**config.mk**
```make
export PLATFORM = sky130hd
export DESIGN_NAME = serial_unit
export DESIGN_NICKNAME = d
export VERILOG_FILES = /design/src/core/spi_pkg.sv /design/src/core/serial_unit.sv
export SDC_FILE = /design/constraint.sdc
export NUM_CORES = 1
export LEC_CHECK = 0
export BUFFER_PORTS_ARGS = -buffer_cell sky130_fd_sc_hd__clkbuf_2
export CORE_ASPECT_RATIO = 0.5
export CORE_MARGIN = 4
export CORE_UTILIZATION = 40
export DETAILED_ROUTE_END_ITERATION = 12
export GPL_ROUTABILITY_DRIVEN = 0
export GPL_TIMING_DRIVEN = 0
export PLACE_DENSITY = 0.53
export SYNTH_ARGS = -nofsm -noshare
export SYNTH_HDL_FRONTEND = slang
export SYNTH_SLANG_ARGS = --single-unit
```
**constraint.sdc**
```tcl
create_clock -name pclk -period 8.6 [get_ports pclk]
set_input_delay 1.72 -clock pclk [delete_from_list [all_inputs] [get_ports pclk]]
set_output_delay 1.72 -clock pclk [all_outputs]
set_load 0.05 [all_outputs]
```
**src/core/spi_pkg.sv**
```systemverilog
// Register map, field positions and reset values of the serial unit.
// Assumes a 32-bit APB with byte addresses in paddr.
package spi_pkg;
  // ****************
  // Register offsets
  // ****************
  localparam logic [7:0] CTRL_OFS = 8'h00;
  localparam logic [7:0] STAT_OFS = 8'h10;
  localparam logic [7:0] DATA_OFS = 8'h20;
  localparam logic [7:0] BAUD_OFS = 8'h30;

  // ****************
  // Control fields
  // ****************
  localparam int C_FRM  = 31;
  localparam int C_ENH  = 16;
  localparam int C_ON   = 15;
  localparam int C_M32  = 11;
  localparam int C_M16  = 10;
  localparam int C_SMP  = 9;
  localparam int C_CKE  = 8;
  localparam int C_SLAVE_SELECT_ENABLE = 7;
  localparam int C_CKP  = 6;
  localparam int C_MST  = 5;
  localparam int C_TXS  = 2;
  localparam int C_RXS  = 0;
  localparam logic [31:0] CTRL_MASK = 32'h8001_8fef;
  localparam logic [31:0] CTRL_RST  = 32'h0000_0000;

  // ****************
  // Status fields
  // ****************
  localparam int S_RXC  = 24;
  localparam int S_TXC  = 16;
  localparam int S_BUSY = 11;
  localparam int S_TUR  = 8;
  localparam int S_SHIFTER_EMPTY_FLAG = 7;
  localparam int S_ROV  = 6;
  localparam int S_RBE  = 5;
  localparam int S_TBE  = 3;
  localparam int S_TBF  = 1;
  localparam int S_RBF  = 0;

  localparam logic [8:0] BAUD_RST = 9'h000;
  // Synchroniser reset: sck low, sdi low, select high
  localparam logic [2:0] SYNC_RST = 3'b001;
endpackage

```
**src/core/serial_unit.sv**
```systemverilog
// Serial peripheral unit: APB registers, word FIFOs, shift engine.
// Assumes pins are synchronised here; sck and ss pins are two-way.
//
// Behaviour
// - Slave always samples input at mid data time, ignoring phase bit.
// - Edge bit 1 shifts output on active-to-idle, 0 on idle-to-active.
// - Slave-select enable makes slave use select pin; else pin is free.
// - Polarity 1 idles clock high, 0 idles clock low.
// - Master enable selects master operation, cleared selects slave.
// - Transmit interrupt: not full, half empty, empty, or all done.
// - Receive interrupt: full, half full, not empty, or emptied.
// - Status reports five-bit receive and transmit element counts.
// - Busy bit reads 1 during a transaction, 0 when idle.
// - Underrun set only in framed mode; cleared only by disabling.
// - Shifter-empty flag reads 1 while shift register holds nothing.
// - Overflow set on discarded word; only software writing 0 clears.
// - Receive empty flag is 1 when read and write pointers match.
// - Transmit empty set on move to shifter, cleared on data write.
// - Transmit full: write sets, move clears; enhanced wp+1 equals rp.
// - Standard receive full set on move in, cleared on data read.
// - Enhanced receive full is set exactly when wp+1 equals rp.
// - Word width 32 if 32 select, else 16 if 16 select, else 8.
// - Enhanced enable switches single word buffer to FIFO.
// - Framed enable makes a master drive select pin as frame sync.
// - Unit enable bit turns the whole unit on or off.
//
// Local design decisions: register access over APB and the address map.
`timescale 1ns/10ps
module serial_unit import spi_pkg::*; #(
  parameter int DEPTH = 16
) (
  input  wire logic        pclk,
  input  wire logic        presetn,
  input  wire logic        psel,
  input  wire logic        penable,
  input  wire logic        pwrite,
  input  wire logic [7:0]  paddr,
  input  wire logic [31:0] pwdata,
  output logic      [31:0] prdata,
  output logic             pready,
  output logic             pslverr,
  input  wire logic        sck_i,
  output logic             sck_o,
  output logic             sck_oe_n,
  input  wire logic        sdi_i,
  output logic             sdo_o,
  input  wire logic        ss_i,
  output logic             ss_o,
  output logic             ss_oe_n,
  output logic             tx_irq,
  output logic             rx_irq
);
  localparam int AW = $clog2(DEPTH);

  function automatic logic [5:0] nbits_f(input logic m32, input logic m16);
    nbits_f = m32 ? 6'd32 : (m16 ? 6'd16 : 6'd8);
  endfunction

  function automatic logic [31:0] mask_f(input logic [5:0] n);
    mask_f = (n == 6'd32) ? 32'hffff_ffff : ((32'h1 << n) - 32'h1);
  endfunction

  logic [31:0] ctrl_r;
  logic [8:0]  baud_r;
  logic [31:0] tx_mem [DEPTH];
  logic [31:0] rx_mem [DEPTH];
  logic [AW-1:0] tx_wp_r, tx_rp_r, rx_wp_r, rx_rp_r;
  logic [AW-1:0] tx_cnt, rx_cnt;
  logic [AW:0]   cap, tx_free;
  logic [2:0]  s1_r, s2_r, s3_r, f_r;
  logic        sck_d_r;
  logic        busy_r, loaded_r, pend_r, tur_r, ovf_r;
  logic [31:0] sr_r, rsh_r;
  logic [5:0]  bit_r;
  logic [6:0]  half_r;
  logic [8:0]  div_r;
  logic        on, mst, clock_polarity, cke, enh, frm, slave_select_enable;
  logic [5:0]  nb;
  logic        tx_full, tx_empty, rx_full, rx_empty;
  logic        acc, wr_data, rd_data, wr_ctrl, wr_stat;
  logic        tx_push, rx_pop, rx_push, ovf_set;
  logic        tick, last, sel, s_edge, start, act;
  logic        e_lead, e_trail, e_launch, e_mid, sample, done;
  logic        load, mstart;
  logic [31:0] rx_word, stat, ld_word;

  // ****************
  // Control decode
  // ****************
  assign on   = ctrl_r[C_ON];
  assign mst  = ctrl_r[C_MST];
  assign clock_polarity  = ctrl_r[C_CKP];
  assign cke  = ctrl_r[C_CKE];
  assign enh  = ctrl_r[C_ENH];
  assign frm  = ctrl_r[C_FRM];
  assign slave_select_enable = ctrl_r[C_SLAVE_SELECT_ENABLE];
  assign nb   = nbits_f(ctrl_r[C_M32], ctrl_r[C_M16]);

  // ****************
  // FIFO flags
  // ****************
  assign cap      = enh ? (AW+1)'(DEPTH - 1) : (AW+1)'(1);
  assign tx_cnt   = tx_wp_r - tx_rp_r;
  assign rx_cnt   = rx_wp_r - rx_rp_r;
  assign tx_free  = cap - (AW+1)'(tx_cnt);
  assign tx_empty = (tx_cnt == '0);
  assign rx_empty = (rx_wp_r == rx_rp_r);
  assign tx_full  = enh ? (tx_wp_r + 1'b1 == tx_rp_r)
                        : (tx_cnt != '0);
  assign rx_full  = enh ? (rx_wp_r + 1'b1 == rx_rp_r)
                        : (rx_cnt != '0);

  // ****************
  // APB decode
  // ****************
  assign acc     = psel & penable & pready;
  assign wr_data = acc & pwrite & (paddr == DATA_OFS);
  assign rd_data = acc & ~pwrite & (paddr == DATA_OFS);
  assign wr_ctrl = acc & pwrite & (paddr == CTRL_OFS);
  assign wr_stat = acc & pwrite & (paddr == STAT_OFS);
  assign tx_push = wr_data & on & ~tx_full;
  assign rx_pop  = rd_data & on & ~rx_empty;

  // ****************
  // Edge events
  // ****************
  assign tick   = mst & busy_r & (div_r == '0);
  assign last   = tick & (half_r == 7'({nb, 1'b0} - 7'd1));
  assign sel    = ~slave_select_enable | ~f_r[0];
  assign s_edge = ~mst & on & sel & (f_r[2] != sck_d_r);
  assign e_lead  = mst ? (tick & (sck_o == clock_polarity))
                       : (s_edge & (sck_d_r == clock_polarity));
  assign e_trail = mst ? (tick & (sck_o != clock_polarity))
                       : (s_edge & (sck_d_r != clock_polarity));
  assign start  = ~mst & ~busy_r & e_lead;
  assign act    = busy_r | start;
  assign e_launch = act & (cke ? e_trail : e_lead);
  assign e_mid    = act & (cke ? e_lead : e_trail);
  // Late sampling only for a master; a slave always samples mid time
  assign sample = (mst & ctrl_r[C_SMP])
                ? (tick & ((pend_r & e_launch) | last))
                : e_mid;
  assign done    = sample & (bit_r == nb - 6'd1);
  assign rx_word = {rsh_r[30:0], f_r[1]};
  assign rx_push = done & ~rx_full;
  assign ovf_set = done & rx_full;
  assign load    = on & ~busy_r & ~loaded_r & ~tx_empty;
  assign mstart  = on & mst & ~busy_r & loaded_r;
  assign ld_word = tx_mem[tx_rp_r] << (6'd32 - nb);

  // ****************
  // Pin synchroniser
  // ****************
  always_ff @(posedge pclk or negedge presetn) begin
    if (!presetn) begin
      s1_r    <= SYNC_RST;
      s2_r    <= SYNC_RST;
      s3_r    <= SYNC_RST;
      f_r     <= SYNC_RST;
      sck_d_r <= 1'b0;
    end else begin
      s1_r    <= {sck_i, sdi_i, ss_i};
      s2_r    <= s1_r;
      s3_r    <= s2_r;
      f_r     <= (f_r & (s2_r ^ s3_r)) | (s3_r & ~(s2_r ^ s3_r));
      sck_d_r <= f_r[2];
    end
  end

  // ****************
  // Registers
  // ****************
  always_ff @(posedge pclk or negedge presetn) begin
    if (!presetn) begin
      ctrl_r <= CTRL_RST;
      baud_r <= BAUD_RST;
    end else begin
      if (wr_ctrl) begin
        ctrl_r <= pwdata & CTRL_MASK;
        if (on)
          ctrl_r[C_ENH] <= ctrl_r[C_ENH];
      end
      if (acc && pwrite && paddr == BAUD_OFS)
        baud_r <= pwdata[8:0];
    end
  end

  // Overflow: hardware set wins over software clear
  always_ff @(posedge pclk or negedge presetn) begin
    if (!presetn)
      ovf_r <= 1'b0;
    else if (ovf_set)
      ovf_r <= 1'b1;
    else if (wr_stat && !pwdata[S_ROV])
      ovf_r <= 1'b0;
  end

  always_ff @(posedge pclk or negedge presetn) begin
    if (!presetn)
      tur_r <= 1'b0;
    else if (!on)
      tur_r <= 1'b0;
    else if (start && frm && !loaded_r)
      tur_r <= 1'b1;
  end

  // ****************
  // FIFO storage
  // ****************
  always_ff @(posedge pclk) begin
    if (tx_push)
      tx_mem[tx_wp_r] <= pwdata;
    if (rx_push)
      rx_mem[rx_wp_r] <= rx_word & mask_f(nb);
  end

  always_ff @(posedge pclk or negedge presetn) begin
    if (!presetn) begin
      tx_wp_r <= '0;
      tx_rp_r <= '0;
      rx_wp_r <= '0;
      rx_rp_r <= '0;
    end else if (!on) begin
      tx_wp_r <= '0;
      tx_rp_r <= '0;
      rx_wp_r <= '0;
      rx_rp_r <= '0;
    end else begin
      if (tx_push)
        tx_wp_r <= tx_wp_r + 1'b1;
      if (load)
        tx_rp_r <= tx_rp_r + 1'b1;
      if (rx_push)
        rx_wp_r <= rx_wp_r + 1'b1;
      if (rx_pop)
        rx_rp_r <= rx_rp_r + 1'b1;
    end
  end

  // ****************
  // Shift engine
  // ****************
  always_ff @(posedge pclk or negedge presetn) begin
    if (!presetn) begin
      busy_r   <= 1'b0;
      loaded_r <= 1'b0;
      pend_r   <= 1'b0;
      sr_r     <= '0;
      rsh_r    <= '0;
      bit_r    <= '0;
      half_r   <= '0;
      div_r    <= '0;
      sck_o    <= 1'b0;
      sdo_o    <= 1'b0;
    end else if (!on) begin
      busy_r   <= 1'b0;
      loaded_r <= 1'b0;
      pend_r   <= 1'b0;
      bit_r    <= '0;
      sck_o    <= clock_polarity;
    end else begin
      if (load) begin
        loaded_r <= 1'b1;
        sr_r     <= cke ? (ld_word << 1) : ld_word;
        if (cke)
          sdo_o <= ld_word[31];
      end
      if (mstart) begin
        busy_r <= 1'b1;
        half_r <= '0;
        bit_r  <= '0;
        div_r  <= baud_r;
      end
      if (start)
        busy_r <= 1'b1;
      if (!busy_r)
        sck_o <= clock_polarity;
      if (tick) begin
        sck_o  <= ~sck_o;
        half_r <= half_r + 7'd1;
        div_r  <= baud_r;
      end else if (mst && busy_r)
        div_r <= div_r - 9'd1;
      if (e_launch) begin
        sdo_o <= sr_r[31];
        sr_r  <= sr_r << 1;
      end
      if (e_mid)
        pend_r <= 1'b1;
      if (sample) begin
        pend_r <= 1'b0;
        rsh_r  <= rx_word;
        bit_r  <= bit_r + 6'd1;
      end
      // A master runs its clock out to the final idle edge
      if (done)
        bit_r <= '0;
      if (last || (done && !mst)) begin
        busy_r   <= 1'b0;
        loaded_r <= 1'b0;
      end
      if (!mst && busy_r && slave_select_enable && f_r[0]) begin
        busy_r   <= 1'b0;
        loaded_r <= 1'b0;
        bit_r    <= '0;
      end
    end
  end

  // ****************
  // Pin controls
  // ****************
  always_ff @(posedge pclk or negedge presetn) begin
    if (!presetn) begin
      sck_oe_n <= 1'b1;
      ss_oe_n  <= 1'b1;
      ss_o     <= 1'b1;
    end else begin
      sck_oe_n <= ~(on & mst);
      ss_oe_n  <= ~(on & mst & frm);
      ss_o     <= ~(mst & frm & busy_r & half_r == '0);
    end
  end

  // ****************
  // Interrupt levels
  // ****************
  always_ff @(posedge pclk or negedge presetn) begin
    if (!presetn) begin
      tx_irq <= 1'b0;
      rx_irq <= 1'b0;
    end else begin
      unique case (ctrl_r[C_TXS +: 2])
        2'b11: tx_irq <= on & ~tx_full;
        2'b10: tx_irq <= on & (tx_free >= (cap >> 1));
        2'b01: tx_irq <= on & tx_empty;
        2'b00: tx_irq <= on & tx_empty & ~busy_r & ~loaded_r;
      endcase
      unique case (ctrl_r[C_RXS +: 2])
        2'b11: rx_irq <= on & rx_full;
        2'b10: rx_irq <= on & ((AW+1)'(rx_cnt) >= (cap >> 1));
        2'b01: rx_irq <= on & ~rx_empty;
        2'b00: rx_irq <= on & rx_empty;
      endcase
    end
  end

  // ****************
  // Status and read
  // ****************
  always_comb begin
    stat = '0;
    stat[S_RXC +: 5] = 5'(rx_cnt);
    stat[S_TXC +: 5] = 5'(tx_cnt);
    stat[S_BUSY] = busy_r | loaded_r & mst;
    stat[S_TUR]  = tur_r;
    stat[S_SHIFTER_EMPTY_FLAG] = ~busy_r & ~loaded_r;
    stat[S_ROV]  = ovf_r;
    stat[S_RBE]  = rx_empty;
    stat[S_TBE]  = tx_empty;
    stat[S_TBF]  = tx_full;
    stat[S_RBF]  = rx_full;
  end

  always_ff @(posedge pclk or negedge presetn) begin
    if (!presetn) begin
      pready  <= 1'b0;
      pslverr <= 1'b0;
      prdata  <= '0;
    end else begin
      pready  <= psel & ~penable;
      pslverr <= psel & ~penable & (paddr != CTRL_OFS)
               & (paddr != STAT_OFS) & (paddr != DATA_OFS)
               & (paddr != BAUD_OFS);
      if (psel && !penable) begin
        unique case (paddr)
          CTRL_OFS: prdata <= ctrl_r;
          STAT_OFS: prdata <= stat;
          DATA_OFS: prdata <= rx_empty ? '0 : rx_mem[rx_rp_r];
          BAUD_OFS: prdata <= {23'h0, baud_r};
          default:  prdata <= '0;
        endcase
      end
    end
  end
endmodule

```
Yosys cells after proc, flatten, opt, wreduce, memory -nomap -nowiden
Memories as Yosys holds them, arrays and structs flattened.
Cells that the tools add are included.
{"block": "word_totals", "ramBits": 1024, "inputBits": 48, "word_cells": 267, "memories": 2, "output_inout_bits": 41, "reg_bits": 183, "latch_bits": 0, "mem_bits_ro": 0}
{"block": "op_classes", "eq_ne": 33, "div": 0, "n_shift": 2, "multipliers": 0, "mux": 62, "addsub": 14, "n_reduce_logical": 36, "order_cmp": 2, "bitwise_logic": 84}
{"name": "rx_mem", "words": 16, "width": 32, "rd": 1, "rd_ports_with_merged_regs": 0, "write_ports": 1, "line": "serial_unit.sv:66", "rtl": "logic [31:0] rx_mem [DEPTH];"}
{"name": "tx_mem", "words": 16, "width": 32, "rd": 1, "rd_ports_with_merged_regs": 0, "write_ports": 1, "line": "serial_unit.sv:65", "rtl": "logic [31:0] tx_mem [DEPTH];"}
{"cell": "two-way mux 32 bit", "count": 5}
{"cell": "case mux 32 bit (4 select lines)", "count": 1}
{"cell": "bitwise AND 1 bit", "count": 58}
{"cell": "two-way mux 4 bit", "count": 9}
{"cell": "two-way mux 6 bit", "count": 6}
{"cell": "two-way mux 1 bit", "count": 33}
{"cell": "bitwise AND 32 bit", "count": 1}
{"cell": "<< shifter 1 x 6 -> 32 bit, first input constant", "count": 1}
{"cell": "<< shifter 32 x 6 -> 32 bit", "count": 1}
{"cell": "subtractor 32 x 1 -> 32 bit, second input constant", "count": 1}
{"cell": "two-way mux 9 bit", "count": 3}
{"cell": "adder 4 x 1 -> 4 bit, second input constant", "count": 4}
{"cell": "== test 8 x 6 -> 1 bit, second input constant", "count": 2}
{"cell": "!= test 8 x 6 -> 1 bit, second input constant", "count": 2}
{"cell": "NOT 1 bit", "count": 16}
{"cell": "two-way mux 7 bit", "count": 2}
{"cell": "== test 4 bit", "count": 3}
{"cell": "logical AND 1 bit", "count": 11}
{"cell": "!= test 2 x 1 -> 1 bit, second input constant", "count": 5}
{"cell": "!= test 5 x 1 -> 1 bit, second input constant", "count": 2}
{"cell": "AND reduction 2 bit", "count": 5}
{"cell": "zero test 9 bit", "count": 1}
{"cell": "subtractor 9 x 1 -> 9 bit, second input constant", "count": 1}
{"cell": "== test 2 bit, second input constant", "count": 4}
{"cell": "other kinds (38)", "count": 56}

Depth between registers and ports, before layout
Gate-level depths: netlist (run 1).
{"block": "depth", "word_depth": 19, "mapped_depth": 16, "mapped_depth_nobuf": 13}

Worst setup path after synthesis (run 1)
OpenSTA, ideal clock, no wires.
{"block": "synth_timing", "path_type": "input port to flip-flop", "from": "in paddr[3]", "to": "mem tx_mem[7][0], enable pin", "t_required_ns": 8.087, "stages": 7, "arrival_time_ns": 6.643, "setup_ns": 0.513, "n_path_buf": 1, "setup_slack_ns": 1.444, "path_cell_list": "or4_4 -> nor3_4 -> nand2_1 -> or3_1 -> or2_1 -> buf_2 -> nor4b_1"}
{"block": "synth_via", "elab_chain_cells": 6}
{"element": "start: declaration", "line": "serial_unit.sv:37", "rtl": "input wire logic [7:0] paddr,"}
{"element": "== test 8 x 6 -> 1 bit", "line": "serial_unit.sv:117", "rtl": "assign wr_data = acc & pwrite & (paddr == DATA_OFS);"}
{"element": "bitwise AND 1 bit", "line": "serial_unit.sv:117"}
{"element": "bitwise AND 1 bit (2 in series)", "line": "serial_unit.sv:121", "rtl": "assign tx_push = wr_data & on & ~tx_full;"}
{"element": "two-way mux 1 bit", "line": "serial_unit.sv:211", "rtl": "if (tx_push)"}
{"element": "two-way mux 1 bit (not written as such)", "line": "serial_unit.sv:212", "rtl": "tx_mem[tx_wp_r] <= pwdata;"}
{"element": "end: declaration", "line": "serial_unit.sv:65"}
Every way passes these cells.

Final worst setup path (run 1)
{"block": "layout_timing", "from": "reg ctrl_r[10]", "to": "mem rx_mem[0][8], enable pin"}
{"block": "layout_via", "elab_chain_cells": 12, "word_cells_on_any_way": 14, "classes_between": "add/sub (2); eq/ne (2); mux (5); bitwise (5)"}
{"element": "start: declaration", "line": "serial_unit.sv:63", "rtl": "logic [31:0] ctrl_r;"}
{"element": "start signal: assignment", "line": "serial_unit.sv:179", "rtl": "ctrl_r <= pwdata & CTRL_MASK;"}
{"element": "start signal: indexed assignment", "line": "serial_unit.sv:181", "rtl": "ctrl_r[C_ENH] <= ctrl_r[C_ENH];"}
{"element": "two-way mux 5 bit (*)", "line": "serial_unit.sv:56", "rtl": "nbits_f = m32 ? 6'd32 : (m16 ? 6'd16 : 6'd8);"}
{"element": "two-way mux 6 bit (*)", "line": "serial_unit.sv:56"}
{"element": "subtractor 7 x 1 -> 7 bit", "line": "serial_unit.sv:128", "rtl": "assign last = tick & (half_r == 7'({nb, 1'b0} - 7'd1));"}
{"element": "== test 7 bit", "line": "serial_unit.sv:128"}
{"element": "bitwise AND 1 bit", "line": "serial_unit.sv:128"}
{"element": "bitwise OR 1 bit", "line": "serial_unit.sv:141", "rtl": "? (tick & ((pend_r & e_launch) | last))"}
{"element": "bitwise AND 1 bit", "line": "serial_unit.sv:141"}
{"element": "two-way mux 1 bit", "line": "serial_unit.sv:141"}
{"element": "bitwise AND 1 bit (*)", "line": "serial_unit.sv:143", "rtl": "assign done = sample & (bit_r == nb - 6'd1);"}
{"element": "bitwise AND 1 bit (*)", "line": "serial_unit.sv:145", "rtl": "assign rx_push = done & ~rx_full;"}
{"element": "two-way mux 1 bit (*)", "line": "serial_unit.sv:213", "rtl": "if (rx_push)"}
{"element": "two-way mux 1 bit (not written as such) (*)", "line": "serial_unit.sv:214", "rtl": "rx_mem[rx_wp_r] <= rx_word & mask_f(nb);"}
{"element": "end: declaration", "line": "serial_unit.sv:66"}
Mark *: on every way between the ends. The rest lies on a longest branch, timed or not.

==> reports/results.ini, run 1 <==
[synthesis]
synthArstFlopShare_pct = 15.2
syn_nets = 2741
yosys_warnings = 0
yosysMostFrequentCell = edfxtp_1
synth_top_area_cell = edfxtp_1
ys_types = 98
synth_flop_cell = edfxtp_1
synth.cell_area_um2 = 49300
netlist_top_cells_count = edfxtp_1 (1024), mux4_2 (265), dfrtp_1 (176), nand2_1 (129), nor2_1 (129)
synth_area_leaders = edfxtp_1 (62%), mux4_2 (12%), dfrtp_1 (8.9%), mux2i_1 (1.7%), mux2_2 (1.5%)
synth_top_area_share_pct = 62.3
seq_area_frac_synth_pct = 71.6
synth_cells = 2658
yosys_register_bits = 1207
synth.avg_cell_area_um2 = 18.6
synth-edff-count = 1024

[critical_path]
path_max_fanout = 10
worstPathArrival_ns = 7.00
crit_type = flip-flop to flip-flop
cp-end-kind = flip-flop
startpoint_type = flip-flop
rr_startpoint = ctrl_r[10]
cp-startpoint = ctrl_r[10]
crit_required_ns = 9.01

[cells_and_area]
diodes = 0
fin_area_um2 = 56200
area_growth_pct = 14.0
num-nets-final = 2989
drive_above_1_share_pct = 25.1

[placement]
numPortBuffers = 87
place_ws_ns = 2.02
dp_hpwl_um = 89400
placed_cell_area_um2 = 52600

[clock_network]
cts_buffer_depth = 3
cts_tree = done
cts_setup_buffers = 0
cts_buffers = 110
clock_latency_ns = 0.73
cts_resized = 0
cts_sinks = 1207
root_buffer = clkbuf_16
htree_levels = 3
path_clk_slew_ns = 0.06
ctsHoldBuffers = 0

[timing]
fin_ws_ns = 2.01
slew_headroom_pct = 1.28
tightest_slew_ns = 1.47
hold_slack_ns = 0.348
grt_setup_unrepaired = false
skew_ns = 0.0321
final-max-slew-violation-count = 0
fin_crit_sh_pct = 76.6
period_minus_slack_ns = 6.59
timing.fmax_mhz = 152
hold_viol = 0
setup_viol = 0

[floorplanning]
core_um2 = 122000
initial_utilization_pct = 40.6
die_area_um2 = 129000
die_w_um = 505
pin_count = 89
die_height_um = 256
num_rows = 90

[outcome]
status = complete, but fails checks
failed_checks = max-capacitance violations

[detailed_routing]
drtPass1Iterations = 5
via_count = 26800
final_antenna_net_count = 0
drc = 0
via_per_inst = 5.80
wire_per_inst_um = 29.9
wirelength_um = 138000
drt-initial-drc-count = 2853

[power]
leakage_nw = 17.3
powerDensity_nw_per_um2 = 206
max-vdd-ir-drop_v = 0.000174

[global_routing]
antenna_found_initial = 1
grt_pass1_wl_um = 198000
grt_max_degree = 102
groute.usage.overall_pct = 21.2
overflow = 0
grt_pass1_vias = 26900

[hold_path]
hp-class = flip-flop to flip-flop
holdCritStartpoint = s1_r[2]

[flow_run]
max_cap_viol_count = 1

registers in the layout (all words and copies together), names as in the netlist, 3 cells and up, named ones only:
name and flops:
baud_r 9, rx_rp_r 4, tx_mem 512, rx_mem 512
rx_wp_r 4, s1_r 3, s2_r 3, prdata 32
s3_r 3, ctrl_r 14, div_r 9, tx_rp_r 4
half_r 7, rsh_r 31, tx_wp_r 4, bit_r 6
sr_r 32
placed cells by master, fill, tap and decap left out, types with 34 or more instances in the layout:
cell type | synthesis | final
nand3_1 | 45 | 45
o21ai_0 | 66 | 66
nor2_1 | 129 | 129
mux4_2 | 265 | 265
inv_1 | 34 | 34
clkbuf_2 | 1 | 88
clkbuf_16 | 0 | 112
a221oi_1 | 35 | 35
dfrtp_1 | 176 | 176
a21oi_1 | 57 | 57
mux2_2 | 64 | 64
nand2_1 | 129 | 129
and2_1 | 34 | 34
edfxtp_1 | 1024 | 1024
mux2i_1 | 85 | 85
clkbuf_1 | 70 | 94
where the power goes:
group | switching, mW | total, mW | internal [mW]
Clock | 2.22 | 5.09 | 2.87
Sequential | 0.0121 | 6.33 | 6.32
Combinational | 0.112 | 0.140 | 0.0276
per-stage QoR:
step	util, %	instances	total power [mW]	TNS (ns)
global route	46.3	4610	11.9	0
detailed placement	43.3	4404	6.60	0
CTS	46.3	4610	11.7	0
floorplan	-	2658	6.50	0
finish	46.3	4610	11.6	0
global placement	42.6	4355	6.59	-598.83
worst paths after layout:
path,to,slack [ns],cells past startpoint
worst min-delay path,s2_r[2],0.35,0
worst min register to register,s2_r[2],0.35,0
min in group asynchronous,async pin,1.05,1
worst max-delay path,rx_mem[0][8],2.01,15
worst max register to register,rx_mem[0][8],2.01,15
max in group asynchronous,s3_r[1],6.49,2
critical path: stages, from the launching register on:
cell	delay, ns
dfrtp_1	0.56
nor2_2	0.57
clkinv_1	0.62
clkbuf_1	0.42
clkbuf_1	0.58
ha_1	0.43
ha_1	0.43
xnor2_1	0.19
nor3_1	0.16
nand3_1	0.18
o211ai_2	0.18
o21ai_2	0.16
nor3_4	0.37
nor4bb_4	0.91
buf_8	0.25
buf_6	0.21
metal layers:
layer  vias up  track usage (%)  wire (µm)
met5         -                0          0
met4         0             5.47       3480
met3       188             3.54       8140
met2       866             33.6      65100
met1     14400             30.6      61300
li1      11300                -          -
area by class of cell:
| cell class | instances | area [µm²] |
|---|---|---|
| multi-input combinational | 1270 | 13200 |
| clock inverter | 67 | 747 |
| buffer | 143 | 761 |
| tap | 1610 | 2010 |
| sequential | 1207 | 35300 |
| inverter | 38 | 143 |
| timing repair buffer | 136 | 1140 |
| clock buffer | 139 | 2930 |
| fill | 10300 | 65300 |
logic make-up (layout without fill, tap and decap cells):
kind of cell	Yosys count	count (layout)	synth area share (%)
flip-flops	1207	1207	71.6
AND/OR/NAND/NOR	470	470	4.90
multiplexers	423	423	15.7
AO/OA/AOI/OAI	302	302	4.27
buffers and inverters	181	523	1.83
adder cells (fa/ha/maj)	38	38	0.994
XOR/XNOR	37	37	0.657
Power figures use the tool's default switching activity.
==> inputs of run 2 (changes only) <==
--- a/config.mk
+++ b/config.mk
@@ -12,7 +12,7 @@
 export DETAILED_ROUTE_END_ITERATION = 12
 export GPL_ROUTABILITY_DRIVEN = 0
 export GPL_TIMING_DRIVEN = 0
-export PLACE_DENSITY = 0.53
+export PLACE_DENSITY = 0.55
 export SYNTH_ARGS = -nofsm -noshare
 export SYNTH_HDL_FRONTEND = slang
 export SYNTH_SLANG_ARGS = --single-unit
==> constraint.sdc (replaced) <==
create_clock -name pclk -period 5.8 [get_ports pclk]
set_input_delay 1.16 -clock pclk [delete_from_list [all_inputs] [get_ports pclk]]
set_output_delay 1.16 -clock pclk [all_outputs]
set_load 0.05 [all_outputs]
==> reports/results.ini, run 2 (synthesized netlist as in run 1, its figures left out) <==
[outcome]
status = finished, final reports clean

[placement]
numPortBuffers = 87  ; unchanged
dp_hpwl_um = 88400  ; -1.1%
place_ws_ns = -0.909  ; -2.93 ns

[detailed_routing]
drtPass1Iterations = 7  ; +2
final_antenna_net_count = 0  ; unchanged
via_per_inst = 5.82  ; +0.33%
drc = 0  ; unchanged
drt-initial-drc-count = 2834  ; -0.67%
via_count = 26900  ; +0.65%
wirelength_um = 136000  ; -1.5%
wire_per_inst_um = 29.4  ; -1.8%

[timing]
setup_tns_ns = 0  ; unchanged
setup_viol = 0  ; unchanged
timing.fmax_mhz = 181  ; +20%
skew_ns = 0.0207  ; -0.0114 ns
fin_ws_ns = 0.287  ; -1.72 ns
slew_headroom_pct = 12.2  ; +11 points
period_minus_slack_ns = 5.51  ; -1.08 ns
hold_slack_ns = 0.349  ; +0.000495 ns
hold_viol = 0  ; unchanged
fin_crit_sh_pct = 95.1  ; +18 points
final-max-slew-violation-count = 0  ; unchanged
grt_setup_unrepaired = false
tightest_slew_ns = 1.31  ; -0.162 ns

[critical_path]
crit_type = flip-flop to flip-flop
startpoint_type = flip-flop
crit_required_ns = 6.14  ; -2.87 ns
critPathMaxStageDelay_ns = 0.83  ; -0.08 ns
path_max_fanout = 16  ; +6
r2r-end = rx_mem[2][12]
reg2reg_depth = 13  ; -2
reg2reg_slack_ns = 0.29  ; -1.72 ns
critical_path.most_common_cell = clkbuf_2
cp-end-kind = flip-flop
worstPathArrival_ns = 5.85  ; -1.15 ns
rr_startpoint = rx_rp_r[1]
crit_slowest_cell = and4bb_2
path_cells = clkbuf_2 > clkbuf_2 > inv_1 > clkdlybuf4s18_2 > ha_1 > nor2b_1 > o21a_1 > or3_1 > a21oi_1 > o21ai_0 > nor3_4 > buf_6 > and4bb_2

[cells_and_area]
seq_area_um2 = 35300  ; unchanged
nFillCells = 10200  ; -0.24%
multi_input_area_um2 = 13200  ; +0.44%
drive_above_1_share_pct = 25.8  ; +0.68 points
layout_commonest_cell = edfxtp_1
final_cell_mix = edfxtp_1 (1024), mux4_2 (265), dfrtp_1 (176)
area_growth_pct = 14.1  ; about the same
largest_registers = rx_mem (512), tx_mem (512)
num-nets-final = 3000  ; +0.37%

[hold_path]
min_to = s2_r[1]
holdCritStartpoint = s1_r[1]
hold_depth = 0  ; unchanged
hp-class = flip-flop to flip-flop

[global_routing]
groute.usage.overall_pct = 20.8  ; -0.35 points
antenna_found_initial = 6  ; +5
grt_pass1_wl_um = 196000  ; -1.0%
overflow = 0  ; unchanged
grt_pass1_vias = 27200  ; +0.97%
grt_max_degree = 101  ; -0.98%

[power]
leakage_nw = 17.4  ; about the same
powerDensity_nw_per_um2 = 297  ; +45%
max-vdd-ir-drop_v = 0.000225  ; +29%
finalPower_mw = 16.7  ; +45%

[clock_network]
cts_buffers = 110  ; unchanged
root_buffer = clkbuf_16
htree_levels = 3  ; unchanged
clock_latency_ns = 0.72  ; about the same
ctsHoldBuffers = 0  ; unchanged
path_clk_slew_ns = 0.07  ; about the same
cts_buffer_depth = 3  ; unchanged
cts_sinks = 1207  ; unchanged
cts_tree = done

[floorplanning]
core_um2 = 122000  ; unchanged
die_w_um = 505  ; unchanged
die_area_um2 = 129000  ; unchanged
initial_utilization_pct = 40.6  ; unchanged
num_rows = 90  ; unchanged
pin_count = 89  ; unchanged
die_height_um = 256  ; unchanged

[flow_run]
max_cap_viol_count = 0  ; -1

==> run 2: cell types whose count changed in the layout (fill, tap and decap cells not counted), moves of 4 or more <==
cell	change
clkbuf_8	+8
clkinv_2	+7
clkinv_1	-15
buf_6	+4
clkinvlp_4	+5
bufinv_16	-13
clkbuf_1	+7
==> run 2: how the worst max path moves through the flow <==
| stage | start | endpoint | slack (ns) | cells past startpoint |
|---|---|---|---|---|
| 6_report | rx_rp_r[1] | rx_mem[2][12] | 0.29 | 13 |
| 4_1_cts | tx_rp_r[1] | tx_mem[5][20] | 0.01 | 14 |
| 5_1_grt | rx_rp_r[1] | rx_mem[9][25] | 0.003 | 14 |
| 2_1_floorplan | tx_rp_r[2] | tx_mem[11][0] | -0.82 | 13 |
| 3_5_place_dp | rx_rp_r[1] | rx_mem[1][18] | -0.91 | 12 |
| 3_3_place_gp | tx_rp_r[2] | tx_mem[3][18] | -7.46 | 13 |
==> run 2: report_power, final <==
part / switching, mW / total (mW) / leakage [nW] / internal [mW]
Clock: 3.26 / 7.13 / 1.70 / 3.88
Sequential: 0.0198 / 9.39 / 10.7 / 9.37
Combinational: 0.167 / 0.210 / 4.94 / 0.0429
==> run 2: layout make-up <==
cell class | instances | share of cell area, %
flip-flops and latches | 1207 | 62.8
multi-input cells | 1271 | 23.5
clock buffers | 161 | 5.61
well taps | 1610 | 3.58
repair buffers | 147 | 2.36
plain buffers | 142 | 1.36
clock inverters | 48 | 0.565
inverters | 38 | 0.262
diodes | 1 | 0.00445
==> run 2: stage by stage <==
step | cell area, µm² | cells | utilization (%)
CTS | 56200 | 4620 | 46.3
floorplan | 49300 | 2658 | -
finish | 56300 | 4625 | 46.3
global placement | 51800 | 4355 | 42.6
global route | 56300 | 4625 | 46.3
detailed placement | 52700 | 4406 | 43.3
==> run 2: critical path: cells and delay by family, from the launching register on <==
kind | cells | cell delay [ns]
flops | 1 | 0.37
fa+ha+maj | 1 | 0.42
simple gates | 4 | 1.80
compound gates | 3 | 0.65
buf+inv | 5 | 1.87
==> run 2: layer usage <==
metal / GRT usage [%] / vias to the layer above / routed length [µm]
met1: 29.6 / 14500 / 59200
met3: 3.36 / 216 / 7900
met2: 33.4 / 897 / 65100
met5: 0 / - / 12
met4: 5.97 / 2 / 3690
li1: - / 11300 / -
==> run 2: timing repair <==
item | CTS | global route
gates resized for setup | 7 | 11
endpoints found under the setup margin | 923 | 772
gates cloned | 0 | 1
setup buffers | 6 | 3
==> inputs of run 3 (changes only) <==
--- a/config.mk
+++ b/config.mk
@@ -12,7 +12,7 @@
 export DETAILED_ROUTE_END_ITERATION = 12
 export GPL_ROUTABILITY_DRIVEN = 0
 export GPL_TIMING_DRIVEN = 0
-export PLACE_DENSITY = 0.55
+export PLACE_DENSITY = 0.53
 export SYNTH_ARGS = -nofsm -noshare
 export SYNTH_HDL_FRONTEND = slang
 export SYNTH_SLANG_ARGS = --single-unit
==> constraint.sdc (replaced) <==
create_clock -name pclk -period 5.9 [get_ports pclk]
set_input_delay 1.18 -clock pclk [delete_from_list [all_inputs] [get_ports pclk]]
set_output_delay 1.18 -clock pclk [all_outputs]
set_load 0.05 [all_outputs]
==> reports/results.ini, run 3 (synthesized netlist as in run 1, its figures left out) <==
[critical_path]
reg2reg_slack_ns = 0.31  ; +0.03 ns
rr_startpoint = ctrl_r[10]
startpoint_type = flip-flop
worstPathArrival_ns = 6.00  ; +0.15 ns
path_max_fanout = 22  ; +6
crit_required_ns = 6.31  ; +0.17 ns
cp-end-kind = flip-flop
crit_type = flip-flop to flip-flop
cp-startpoint = ctrl_r[10]

[clock_network]
cts_buffers = 109  ; -0.91%
cts_buffer_depth = 3  ; unchanged
path_clk_slew_ns = 0.06  ; about the same
clock_latency_ns = 0.73  ; about the same
cts_tree = done
htree_levels = 3  ; unchanged
root_buffer = clkbuf_16
cts_sinks = 1207  ; unchanged
ctsHoldBuffers = 0  ; unchanged

[power]
max-vdd-ir-drop_v = 0.000224  ; -0.39%
powerDensity_nw_per_um2 = 296  ; -0.39%
power_frac_comb_pct = 1.2  ; about the same
p_clk_share_pct = 43.5  ; +0.9 points
seqPwrFrac_pct = 55.3  ; -0.8 points
leakage_nw = 17.4  ; +0.17%
p_int_mw = 13.3  ; -0.24%
finalPower_mw = 16.7  ; -0.23%
p_switching_mw = 3.44  ; -0.19%
swShare_pct = 20.6  ; about the same

[global_routing]
groute.usage.overall_pct = 21.3  ; +0.44 points
grt_busiest_layer = met2
antenna_found_initial = 1  ; -5
grt_use_met3_pct = 3.36  ; unchanged
grt_pass1_vias = 27000  ; -0.66%
grt_pass1_wl_um = 199000  ; +1.3%
met2_usage_pct = 34.3  ; +0.92 points
grt_max_degree = 97  ; -4.0%
gr-usage-met1_pct = 30.4  ; +0.74 points
overflow = 0  ; unchanged

[detailed_routing]
wirelength_um = 139000  ; +2.3%
via_count = 26800  ; -0.50%
drtPass1Iterations = 6  ; -1
drt-initial-drc-count = 2602  ; -8.2%
drc = 0  ; unchanged
via_per_inst = 5.80  ; -0.37%
wire_per_inst_um = 30.1  ; +2.4%
final_antenna_net_count = 0  ; unchanged

[placement]
placed_cell_area_um2 = 52700  ; about the same
numPortBuffers = 87  ; unchanged
dp_hpwl_um = 90800  ; +2.7%

[timing]
period_minus_slack_ns = 5.59  ; +0.0738 ns
setup_tns_ns = 0  ; unchanged
grt_setup_unrepaired = false
slew_headroom_pct = 17.6  ; +5.5 points
setup_viol = 0  ; unchanged
tightest_slew_ns = 1.24  ; -0.0713 ns
skew_ns = 0.0262  ; +0.00546 ns
timing.fmax_mhz = 179  ; -1.3%
final-max-slew-violation-count = 0  ; unchanged
fin_crit_sh_pct = 94.7  ; -0.36 points
hold_viol = 0  ; unchanged
hold_slack_ns = 0.352  ; +0.00304 ns

[cells_and_area]
final_cell_mix = edfxtp_1 (1024), mux4_2 (265), dfrtp_1 (176)
final_core_util_pct = 46.4  ; +0.071 points
drive_above_1_share_pct = 25.8  ; about the same
area_growth_pct = 14.3
fin_area_um2 = 56400  ; +0.15%
largest_registers = rx_mem (512), tx_mem (512)
layout_commonest_cell = edfxtp_1
num-nets-final = 2997  ; -0.10%
diodes = 0  ; -1

[floorplanning]
die_area_um2 = 129000  ; unchanged
num_rows = 90  ; unchanged
initial_utilization_pct = 40.6  ; unchanged
die_w_um = 505  ; unchanged
die_height_um = 256  ; unchanged
core_um2 = 122000  ; unchanged
pin_count = 89  ; unchanged

[hold_path]
hp-class = flip-flop to flip-flop
holdCritStartpoint = s1_r[2]

[outcome]
status = finished, final reports clean

[flow_run]
max_cap_viol_count = 0  ; unchanged

## run 3: what timing repair did
action | 4_1_cts | 5_1_grt
gates resized for setup | 6 | 12
setup buffers | 4 | 0
setup endpoints to repair | 893 | 374
## run 3: power by group through the flow
stage	clock (mW)	sequential, mW	combinational (mW)
detailed placement	0	9.41	0.209
CTS	7.39	9.23	0.209
global placement	0	9.41	0.198
floorplan	0	9.43	0.0440
finish	7.26	9.23	0.206
global route	7.72	9.23	0.225
## run 3: final timing paths
check,end,depth (start not counted)
setup / recovery,rx_mem[6][9],15
hold / removal,s2_r[2],0
max in group asynchronous,rsh_r[24],2
setup reg to reg,rx_mem[6][9],15
min in group asynchronous,sr_r[4],1
hold reg to reg,s2_r[2],0
## run 3: per-layer routing
metal  up-vias  part of all wire [%]  wire [µm]
met1     14400                    44      60800
li1      11300                     -          -
met5         -                     0          0
met3       184                   6.1       8520
met4         0                   2.6       3600
met2       915                    48      66100
## run 3: cell type report
cell class / count / area, µm²
repair buffers: 146 / 1330
multi-input cells: 1270 / 13200
well taps: 1610 / 2010
inverters: 38 / 144
flip-flops and latches: 1207 / 35300
plain buffers: 142 / 767
fillers: 10300 / 65100
clock inverters: 73 / 712
clock buffers: 133 / 2880
## run 3: critical path, stage by stage (launching register included)
cell	delay, ns
dfrtp_1	0.58
nor2_4	0.36
clkinv_2	0.32
clkbuf_1	0.39
clkbuf_2	0.46
ha_1	0.32
ha_1	0.42
xnor2_1	0.18
nor3_1	0.15
nand3_1	0.18
o211ai_2	0.18
o21ai_2	0.17
nor3_4	0.36
buf_6	0.21
and4b_2	0.64
buf_12	0.30
## run 3: stage by stage
| stage | setup WS (ns) | std cells |
|---|---|---|
| 2_1_floorplan | -0.717 | 2658 |
| 3_3_place_gp | -7.40 | 4355 |
| 3_5_place_dp | -0.697 | 4409 |
| 4_1_cts | 0.00603 | 4618 |
| 5_1_grt | 0.0656 | 4619 |
| 6_report | 0.313 | 4619 |
